===== src/common/ocp_consts.vh =====
// constants for the output compare / pwm block (two channels)
`ifndef OCP_CONSTS_VH
`define OCP_CONSTS_VH

// register byte addresses (16-bit registers on a 16-bit data path)
`define OCP_ADDR_W        9
`define OCP_A_CH1_SEC     9'h180
`define OCP_A_CH1_MAIN    9'h182
`define OCP_A_CH1_CTRL    9'h184
`define OCP_A_CH2_SEC     9'h186
`define OCP_A_CH2_MAIN    9'h188
`define OCP_A_CH2_CTRL    9'h18A
`define OCP_A_TMR_FLAGS   9'h190
`define OCP_A_TMR_CLR     9'h192

// control register fields
`define OCP_MODE_HI       2
`define OCP_MODE_LO       0
`define OCP_TSEL_BIT      3
`define OCP_FLT_BIT       4
`define OCP_SIDL_BIT      13
`define OCP_CTRL_MASK     16'h201F
`define OCP_CTRL_RESET    16'h0000
`define OCP_REG_RESET     16'h0000
`define OCP_DUTY_ZERO     16'h0000

// mode codes
`define OCP_M_OFF         3'h0
`define OCP_M_LOW         3'h1
`define OCP_M_HIGH        3'h2
`define OCP_M_TOGGLE      3'h3
`define OCP_M_SINGLE      3'h4
`define OCP_M_CONT        3'h5
`define OCP_M_PWM         3'h6
`define OCP_M_PWMF        3'h7

// timer flag register bits
`define OCP_TFA_BIT       0
`define OCP_TFB_BIT       1

`endif


===== src/rtl/ocp_channel_pair.v =====
// two output compare / pwm channels with register port and timer inputs
// Behaviour
// - modes 1,2,3: match forces low, high, toggles
// - single-edge compares main value to selected timer
// - timer wrap before match leaves pin alone
// - mode 4 single pulse, mode 5 continuous
// - main match sets pin, secondary clears
// - one pulse per write of mode 4
// - continuous pulse repeats each timer period
// - modes 6,7 pwm; main becomes read-only latch
// - mode 7 fault low tristates the pin
// - fault sets status bit 4
// - fault held until cleared and mode rewritten
// - period is timer period plus one
// - period rollover sets pin, loads duty, flags timer
// - zero duty keeps pin low
// - duty above period keeps pin high
// - sleep freezes pin level, resumes after
// - idle runs only when no stop bits set
// - modes 1-5 main match sets compare flag, also secondary in 5 and armed 4; sw clears
// - pwm never sets compare flag; timer flag instead
// - control layout mode,select,fault,idle; rest zero
// - select clear uses timer a, set timer b
//
// Decided for this implementation: strobed register access.
`timescale 1ns/1ps
`include "ocp_consts.vh"

module ocp_channel_pair (
   input  wire                    CLK_I,
   input  wire                    RST_I,
   input  wire [`OCP_ADDR_W-1:0]  ADDR_I,
   input  wire [15:0]             WDATA_I,
   input  wire                    WR_I,
   input  wire                    RD_I,
   output reg  [15:0]             RDATA_O,
   input  wire [15:0]             TMRA_COUNT_I,
   input  wire [15:0]             TMRA_PERIOD_I,
   input  wire                    TMRA_RUN_I,
   input  wire                    TMRA_IDLE_STOP_I,
   input  wire                    TMRA_TICK_I,
   input  wire [15:0]             TMRB_COUNT_I,
   input  wire [15:0]             TMRB_PERIOD_I,
   input  wire                    TMRB_RUN_I,
   input  wire                    TMRB_IDLE_STOP_I,
   input  wire                    TMRB_TICK_I,
   input  wire                    IDLE_I,
   input  wire                    SLEEP_I,
   input  wire [1:0]              FAULT_N_I,
   input  wire [1:0]              CMP_IRQ_EN_I,
   output reg  [1:0]              CMP_IRQ_FLAG_O,
   output wire [1:0]              CMP_IRQ_O,
   output reg  [1:0]              PIN_O,
   output reg  [1:0]              PIN_OE_N_O
);

// ---------------------------------------------------------------
// pin synchronisers
// ---------------------------------------------------------------
// TMRA_TICK_I / TMRB_TICK_I mark the increment cycle: the cycle in which the timer
// advances from its current count (wrap to zero after a period match).
reg  [1:0]  flt_meta;
reg  [1:0]  flt_sync;
reg         idle_meta;
reg         idle_sync;
reg         sleep_meta;
reg         sleep_sync;

always @(posedge CLK_I or posedge RST_I) begin
   if (RST_I) begin
      flt_meta   <= 2'h3;
      flt_sync   <= 2'h3;
      idle_meta  <= 1'b0;
      idle_sync  <= 1'b0;
      sleep_meta <= 1'b0;
      sleep_sync <= 1'b0;
   end else begin
      flt_meta   <= FAULT_N_I;
      flt_sync   <= flt_meta;
      idle_meta  <= IDLE_I;
      idle_sync  <= idle_meta;
      sleep_meta <= SLEEP_I;
      sleep_sync <= sleep_meta;
   end
end

// ---------------------------------------------------------------
// register storage
// ---------------------------------------------------------------
reg  [15:0] sec_val [0:1];
reg  [15:0] main_val [0:1];
reg  [15:0] ctrl [0:1];
reg  [1:0]  pulse_done;
reg  [1:0]  tmr_flag;

function [1:0] reg_sel;
   input [`OCP_ADDR_W-1:0] a;
   begin
      if (a == `OCP_A_CH1_SEC || a == `OCP_A_CH2_SEC)
         reg_sel = 2'h1;
      else if (a == `OCP_A_CH1_MAIN || a == `OCP_A_CH2_MAIN)
         reg_sel = 2'h2;
      else if (a == `OCP_A_CH1_CTRL || a == `OCP_A_CH2_CTRL)
         reg_sel = 2'h3;
      else
         reg_sel = 2'h0;
   end
endfunction

function chan_of;
   input [`OCP_ADDR_W-1:0] a;
   begin
      chan_of = (a == `OCP_A_CH2_SEC) || (a == `OCP_A_CH2_MAIN) || (a == `OCP_A_CH2_CTRL);
   end
endfunction

wire [1:0] wsel = reg_sel(ADDR_I);
wire       wch  = chan_of(ADDR_I);

// per-channel evaluation
reg  [1:0]  run;
reg  [1:0]  tick;
reg  [1:0]  ev_main;
reg  [1:0]  ev_sec;
reg  [1:0]  pwm_roll;
reg  [1:0]  pwm_mode;
reg  [1:0]  ctrl_wr;
reg  [15:0] cnt [0:1];
reg  [15:0] per [0:1];
reg  [1:0]  pwm_flag;
integer     k;

always @* begin
   pwm_flag = 2'h0;
   for (k = 0; k < 2; k = k + 1) begin
      // timer a by default, b when selected
      cnt[k]  = ctrl[k][`OCP_TSEL_BIT] ? TMRB_COUNT_I : TMRA_COUNT_I;
      per[k]  = ctrl[k][`OCP_TSEL_BIT] ? TMRB_PERIOD_I : TMRA_PERIOD_I;
      tick[k] = ctrl[k][`OCP_TSEL_BIT] ? TMRB_TICK_I : TMRA_TICK_I;
      // idle keeps running only with no stop bit set; sleep freezes every match and rollover event
      run[k]  = !sleep_sync &&
                (!idle_sync || (!ctrl[k][`OCP_SIDL_BIT] &&
                 (ctrl[k][`OCP_TSEL_BIT] ? (TMRB_RUN_I && !TMRB_IDLE_STOP_I)
                                         : (TMRA_RUN_I && !TMRA_IDLE_STOP_I))));
      pwm_mode[k] = ctrl[k][`OCP_MODE_HI] && ctrl[k][`OCP_MODE_HI-1];
      ctrl_wr[k]  = WR_I && wsel == 2'h3 && wch == k[0];
      // match is taken when the counter holds the value on its increment cycle;
      // a wrap short of the value therefore never produces an event
      ev_main[k]  = run[k] && tick[k] && cnt[k] == main_val[k];
      ev_sec[k]   = run[k] && tick[k] && cnt[k] == sec_val[k];
      pwm_roll[k] = run[k] && tick[k] && cnt[k] == per[k] && pwm_mode[k];
      if (pwm_roll[k])
         pwm_flag[ctrl[k][`OCP_TSEL_BIT]] = 1'b1;
   end
end

// ---------------------------------------------------------------
// next-state decode per channel
// ---------------------------------------------------------------
// pin and pulse decisions are made here so that PIN_O and pulse_done have one
// simple update; flag and drive-enable priority sit with their own registers
reg  [1:0]  next_pin;
reg  [1:0]  next_done;
reg  [1:0]  flt_trip;
reg  [1:0]  flag_set;
reg  [1:0]  flag_clr;
reg  [1:0]  duty_fall;
reg  [2:0]  md;
integer     j;

always @* begin
   next_pin  = PIN_O;
   next_done = pulse_done;
   flt_trip  = 2'h0;
   flag_set  = 2'h0;
   flag_clr  = 2'h0;
   duty_fall = 2'h0;
   md        = `OCP_M_OFF;
   for (j = 0; j < 2; j = j + 1) begin
      md = ctrl[j][`OCP_MODE_HI:`OCP_MODE_LO];
      // a rewrite of the single-pulse mode re-arms; a same-cycle end of
      // pulse below still wins
      if (ctrl_wr[j] && WDATA_I[2:0] == `OCP_M_SINGLE)
         next_done[j] = 1'b0;
      // a duty above the period never matches, so the pin stays high
      duty_fall[j] = run[j] && tick[j] && cnt[j] == main_val[j] &&
                     main_val[j] <= per[j];
      case (md)
         `OCP_M_OFF: begin
            next_pin[j] = PIN_O[j];
         end
         `OCP_M_LOW: begin
            if (ev_main[j])
               next_pin[j] = 1'b0;
         end
         `OCP_M_HIGH: begin
            if (ev_main[j])
               next_pin[j] = 1'b1;
         end
         `OCP_M_TOGGLE: begin
            if (ev_main[j])
               next_pin[j] = ~PIN_O[j];
         end
         `OCP_M_SINGLE: begin
            if (ev_sec[j] && !pulse_done[j]) begin
               next_pin[j]  = 1'b0;
               next_done[j] = 1'b1;
            end else if (ev_main[j] && !pulse_done[j]) begin
               next_pin[j] = 1'b1;
            end
         end
         `OCP_M_CONT: begin
            if (ev_sec[j])
               next_pin[j] = 1'b0;
            else if (ev_main[j])
               next_pin[j] = 1'b1;
         end
         default: begin
            if (pwm_roll[j]) begin
               if (sec_val[j] == `OCP_DUTY_ZERO)
                  next_pin[j] = 1'b0;
               else
                  next_pin[j] = 1'b1;
            end else if (duty_fall[j]) begin
               next_pin[j] = 1'b0;
            end
            // sleep stops the clocks, so a fault is not acted on then
            if (md == `OCP_M_PWMF && !flt_sync[j] && !sleep_sync)
               flt_trip[j] = 1'b1;
         end
      endcase
      if (!pwm_mode[j] && md != `OCP_M_OFF &&
          (ev_main[j] || (md[`OCP_MODE_HI] && ev_sec[j] &&
           !(md[`OCP_MODE_LO] == 1'b0 && pulse_done[j]))))
         flag_set[j] = 1'b1;
      if (WR_I && ADDR_I == `OCP_A_TMR_CLR && WDATA_I[j+2])
         flag_clr[j] = 1'b1;
   end
end

// ---------------------------------------------------------------
// register storage updates
// ---------------------------------------------------------------
integer i;
always @(posedge CLK_I or posedge RST_I) begin
   if (RST_I) begin
      for (i = 0; i < 2; i = i + 1) begin
         sec_val[i]  <= `OCP_REG_RESET;
         main_val[i] <= `OCP_REG_RESET;
         ctrl[i]     <= `OCP_CTRL_RESET;
      end
   end else begin
      for (i = 0; i < 2; i = i + 1) begin
         if (WR_I && wch == i[0] && wsel == 2'h1)
            sec_val[i] <= WDATA_I;
         // main value is a read-only duty latch in pwm
         if (WR_I && wch == i[0] && wsel == 2'h2 && !pwm_mode[i])
            main_val[i] <= WDATA_I;
         else if (pwm_roll[i])
            main_val[i] <= sec_val[i];
         if (ctrl_wr[i]) begin
            // fault flag is hardware-owned; a write cannot set it
            ctrl[i] <= (WDATA_I & `OCP_CTRL_MASK & ~(16'h0001 << `OCP_FLT_BIT)) |
                       (ctrl[i] & (16'h0001 << `OCP_FLT_BIT) &
                        {16{!flt_sync[i] && WDATA_I[2:0] == `OCP_M_PWMF}});
         end
         if (flt_trip[i])
            ctrl[i][`OCP_FLT_BIT] <= 1'b1;
      end
   end
end

// ---------------------------------------------------------------
// pin level and pulse arming
// ---------------------------------------------------------------
always @(posedge CLK_I or posedge RST_I) begin
   if (RST_I) begin
      pulse_done <= 2'h0;
      PIN_O      <= 2'h0;
   end else begin
      pulse_done <= next_done;
      PIN_O      <= next_pin;
   end
end

// ---------------------------------------------------------------
// pin drive enable
// ---------------------------------------------------------------
// a trip wins over a same-cycle rewrite, so the pin never glitches back
// on while the fault level is still present
integer n;
always @(posedge CLK_I or posedge RST_I) begin
   if (RST_I) begin
      PIN_OE_N_O <= 2'h0;
   end else begin
      for (n = 0; n < 2; n = n + 1) begin
         if (flt_trip[n])
            PIN_OE_N_O[n] <= 1'b1;
         else if (ctrl_wr[n] && (WDATA_I[2:0] != `OCP_M_PWMF || flt_sync[n]))
            PIN_OE_N_O[n] <= 1'b0;
      end
   end
end

// ---------------------------------------------------------------
// compare flags
// ---------------------------------------------------------------
// set wins over a same-cycle write-one clear
always @(posedge CLK_I or posedge RST_I) begin
   if (RST_I) begin
      CMP_IRQ_FLAG_O <= 2'h0;
   end else begin
      CMP_IRQ_FLAG_O <= flag_set | (CMP_IRQ_FLAG_O & ~flag_clr);
   end
end

assign CMP_IRQ_O = CMP_IRQ_FLAG_O & CMP_IRQ_EN_I;

// ---------------------------------------------------------------
// timer period flags
// ---------------------------------------------------------------
always @(posedge CLK_I or posedge RST_I) begin
   if (RST_I) begin
      tmr_flag <= 2'h0;
   end else begin
      // set wins over a same-cycle write-one clear
      tmr_flag <= pwm_flag |
                  (tmr_flag & ~({2{WR_I && ADDR_I == `OCP_A_TMR_CLR}} & WDATA_I[1:0]));
   end
end

// ---------------------------------------------------------------
// read port
// ---------------------------------------------------------------
// read data stand for one cycle only and are zero otherwise
reg  [15:0] next_rdata;

always @* begin
   next_rdata = 16'h0000;
   if (RD_I) begin
      if (wsel == 2'h1)
         next_rdata = sec_val[wch];
      else if (wsel == 2'h2)
         next_rdata = main_val[wch];
      else if (wsel == 2'h3)
         next_rdata = ctrl[wch] & `OCP_CTRL_MASK;
      else if (ADDR_I == `OCP_A_TMR_FLAGS)
         next_rdata = {12'h000, CMP_IRQ_FLAG_O, tmr_flag};
      else
         next_rdata = 16'h0000;
   end
end

always @(posedge CLK_I or posedge RST_I) begin
   if (RST_I) begin
      RDATA_O <= 16'h0000;
   end else begin
      RDATA_O <= next_rdata;
   end
end

endmodule // ocp_channel_pair


===== config.mk =====
export PLATFORM = sky130hd
export DESIGN_NAME = ocp_channel_pair
export DESIGN_NICKNAME = d
export VERILOG_FILES = /design/src/rtl/ocp_channel_pair.v
export VERILOG_INCLUDE_DIRS = /design/src /design/src/common
export SDC_FILE = /design/constraint.sdc
export NUM_CORES = 1
export LEC_CHECK = 0
export BUFFER_PORTS_ARGS = -buffer_cell sky130_fd_sc_hd__buf_2
export CAP_MARGIN = 20
export CELL_PAD_IN_SITES_DETAIL_PLACEMENT = 1
export CELL_PAD_IN_SITES_GLOBAL_PLACEMENT = 1
export CORE_MARGIN = 2
export CORE_UTILIZATION = 50
export CTS_BUF_LIST = sky130_fd_sc_hd__clkbuf_4 sky130_fd_sc_hd__clkbuf_8
export DETAILED_ROUTE_END_ITERATION = 8
export GPL_ROUTABILITY_DRIVEN = 0
export HOLD_SLACK_MARGIN = 0.02
export MAX_ROUTING_LAYER = met4
export PLACE_DENSITY = 0.95
export SYNTH_ARGS = -nofsm -noshare
export SYNTH_HDL_FRONTEND = slang
export SYNTH_SLANG_ARGS = --single-unit

===== constraint.sdc =====
create_clock -name CLK_I -period 5.1 [get_ports CLK_I]
set_clock_uncertainty 0.1 [all_clocks]
set_input_delay 0.255 -clock CLK_I [delete_from_list [all_inputs] [get_ports CLK_I]]
set_output_delay 0.255 -clock CLK_I [all_outputs]
set_load 0.03 [all_outputs]

==> flow_metrics.py <==
metrics = {
    "hold_path": {
        "hp-start": "WDATA_I[10]",
        "timing.hold.worst.class": "in -> reg",
    },
    "global_routing": {
        "grt_pass1_vias": 9016,
        "gr-usage-met1": 0.493,
        "globalRouteMet2Util": 0.632,
        "grt_antenna_before_repair": 2,
        "grt_start_max_net_pins": 82,
        "grt_pass1_wl_mm": 54.9,
        "grt_usage": 0.428,
        "busiest_layer": "met2",
        "grt_remaining_overflow": 0,
        "grtUsageMet3": 0.127,
    },
    "synthesis": {
        "synth-seq-cells": 110,
        "ys_warn_count": 0,
        "seq_area_frac_synth": 0.331,
        "synth_top_area_share": 0.318,
        "ys_async_sr_fraction": 1.00,
        "syn_area_per_cell_um2": 9.85,
        "synth_edf_count": 0,
        "syn_area_um2": 8330,
        "synth_top_area_cell": "dfrtp_1",
        "ys.flop_type": "dfrtp_1",
        "ys_types": 64,
        "synthTopCellsByCount": "dfrtp_1, mux2i_1, xnor2_1",
        "synth_area_leaders": "dfrtp_1, mux2i_1, xnor2_1",
        "synth_most_common_cell": "dfrtp_1",
        "synthCells": 846,
        "syn_nets": 990,
    },
    "timing": {
        "final_max_slew_viol_count": 0,
        "timing.hold.ws_ps": 38.7,
        "worst_slew_pin_slew_ps": 1050,
        "final_hold_viol_count": 0,
        "min_period_ps": 4120,
        "tns_ps": 0,
        "slew_headroom": 0.292,
        "setup_violations": 0,
        "fmax_mhz": 242,
        "rsz0062_at_grt": "no",
        "period_share": 0.809,
    },
    "setup_path": {
        "worstSetupStartpoint": "ctrl[3]",
        "crit_path_end_kind": "flip-flop",
        "startpoint_type": "flip-flop",
        "critical_path_class": "reg -> reg",
        "worstPathArrival_ps": 4330,
        "worstPathRequired_ps": 5310,
        "cp_max_fo": 33,
        "r2r-start": "ctrl[3]",
    },
    "clock_tree": {
        "tritoncts": "yes",
        "clk_pin_slew_ps": 130,
        "htreeDepth": 3,
        "cts_buffers": 9,
        "clock_latency_ps": 420,
        "ctsHoldBuffers": 7,
        "cts_resized": 0,
        "cts.sinks": 110,
        "clockBufferDepth": 2,
        "clk_root_buffer_cell": "clkbuf_8",
        "cts_setup_buffers": 0,
    },
    "floorplan": {
        "dieHeight_um": 133,
        "fp.dieW_um": 133,
        "core.rowCount": 47,
        "boundaryPins": 129,
        "core-area_um2": 16400,
        "initial_core_util": 0.508,
        "dieArea_um2": 17700,
    },
    "power": {
        "power_density_nw_per_um2": 206,
        "p_total_mw": 1.93,
        "leakage_nw": 4.05,
        "irDropWorstVdd_uv": 114,
    },
    "final_layout": {
        "multi_input_area_um2": 5250,
        "drive_gt1_frac": 0.241,
        "fin_nets": 1107,
        "syn2layout_area_growth_pct": 12.9,
        "register_area_um2": 2760,
        "fill_cells": 1880,
    },
    "detailed_routing": {
        "dr.pass1.iters": 6,
        "wl_per_cell_um": 30.6,
        "vias": 8382,
        "wl_mm": 36.4,
        "drc": 0,
        "drtIter0Drc": 1075,
        "vias_per_cell": 7.03,
        "drtAntennaViolNets": 0,
    },
    "place": {
        "port_buffers": 128,
        "dp_hpwl_mm": 25.4,
    },
    "outcome": {
        "status": "finished clean",
    },
    "job": {
        "drv_cap": 0,
    },
}
## cell type report
type,instances,share of cell area
Antenna cell,4,0.00106
Clock buffer,10,0.0146
Clock inverter,6,0.00958
Inverter,19,0.00785
Multi-Input combinational cell,677,0.558
Sequential cell,110,0.293
Tap cell,220,0.0293
Timing Repair Buffer,146,0.0865
## placed cells by master (no fill, tap or decap), types with 9 or more instances in the layout
cell type,Yosys,final
clkbuf_8,0,10
nand2_1,79,79
xor2_1,13,13
mux2i_1,99,99
inv_1,19,18
nor2b_1,9,9
nand3_1,11,11
a21o_1,18,18
buf_2,11,128
buf_4,1,10
nand4_1,16,16
a22oi_1,16,16
nor4_1,33,33
and2_1,12,12
dfrtp_1,106,104
ha_1,39,39
nor2_1,32,31
a21oi_1,29,29
o21ai_0,34,34
o22ai_1,14,14
mux2_2,41,41
xnor2_1,84,84
mux2i_2,14,14
## metal layers
| metal | up-vias | wire [um] |
|---|---|---|
| met2 | 770 | 16000 |
| li1 | 3316 | - |
| met3 | 268 | 4580 |
| met5 | - | 0 |
| met4 | 0 | 3060 |
| met1 | 4028 | 12800 |
## report_power, final
group / internal (mW) / switching [mW]
logic: 0.144 / 0.234
clock network: 0.293 / 0.336
registers: 0.889 / 0.0375
## per-stage QoR
step                      area (um2)  cells  utilization  setup WS [ps]
after floorplan                 8330    846            -           1850
after global placement          9060   1163        0.552           1580
after detailed placement        9060   1163        0.552           1240
after CTS                       9360   1186        0.571           1120
after global routing            9400   1190        0.573            927
final                           9410   1192        0.573            976
## worst max-delay path, stage by stage (launching register included)
cell       delay (ps)
dfrtp_2          1020
mux2i_1           630
xor2_1            510
nor2_1            130
nand4bb_1         220
nor4_4             50
buf_4             240
nor2_1            530
buf_4             290
nand2_1            70
nand2_1           180
## logic make-up (layout without fill, tap and decap cells)
logic type	count (synthesis)	in the layout	share of synthesized area
compound gates	164	164	0.128
xor+xnor	97	97	0.102
fa+ha+maj	39	39	0.0586
buf+inv	59	181	0.0413
flops	110	110	0.331
mux	157	157	0.205
other cells	0	4	0
simple gates	220	220	0.134
## flip-flops by register name (all words and copies together) (netlist names)
name,count
CMP_IRQ_FLAG_O,2
PIN_O,2
PIN_OE_N_O,2
RDATA_O,16
ctrl,12
flt_meta,2
flt_sync,2
idle_meta,1
idle_sync,1
main_val,32
pulse_done,2
sec_val,32
sleep_meta,1
sleep_sync,1
tmr_flag,2
## worst paths after layout
check / to / slack (ps) / cells past startpoint
max: main_val[14] / 980 / 10
min: sec_val[10] / 40 / 2
min in group asynchronous: CMP_IRQ_FLAG_O[1] / 300 / 3
max reg2reg: main_val[14] / 980 / 10
min reg2reg: flt_sync[0] / 260 / 0
max in group asynchronous: main_val[14] / 3490 / 5
No activity file was read; power rests on OpenSTA's default activity.
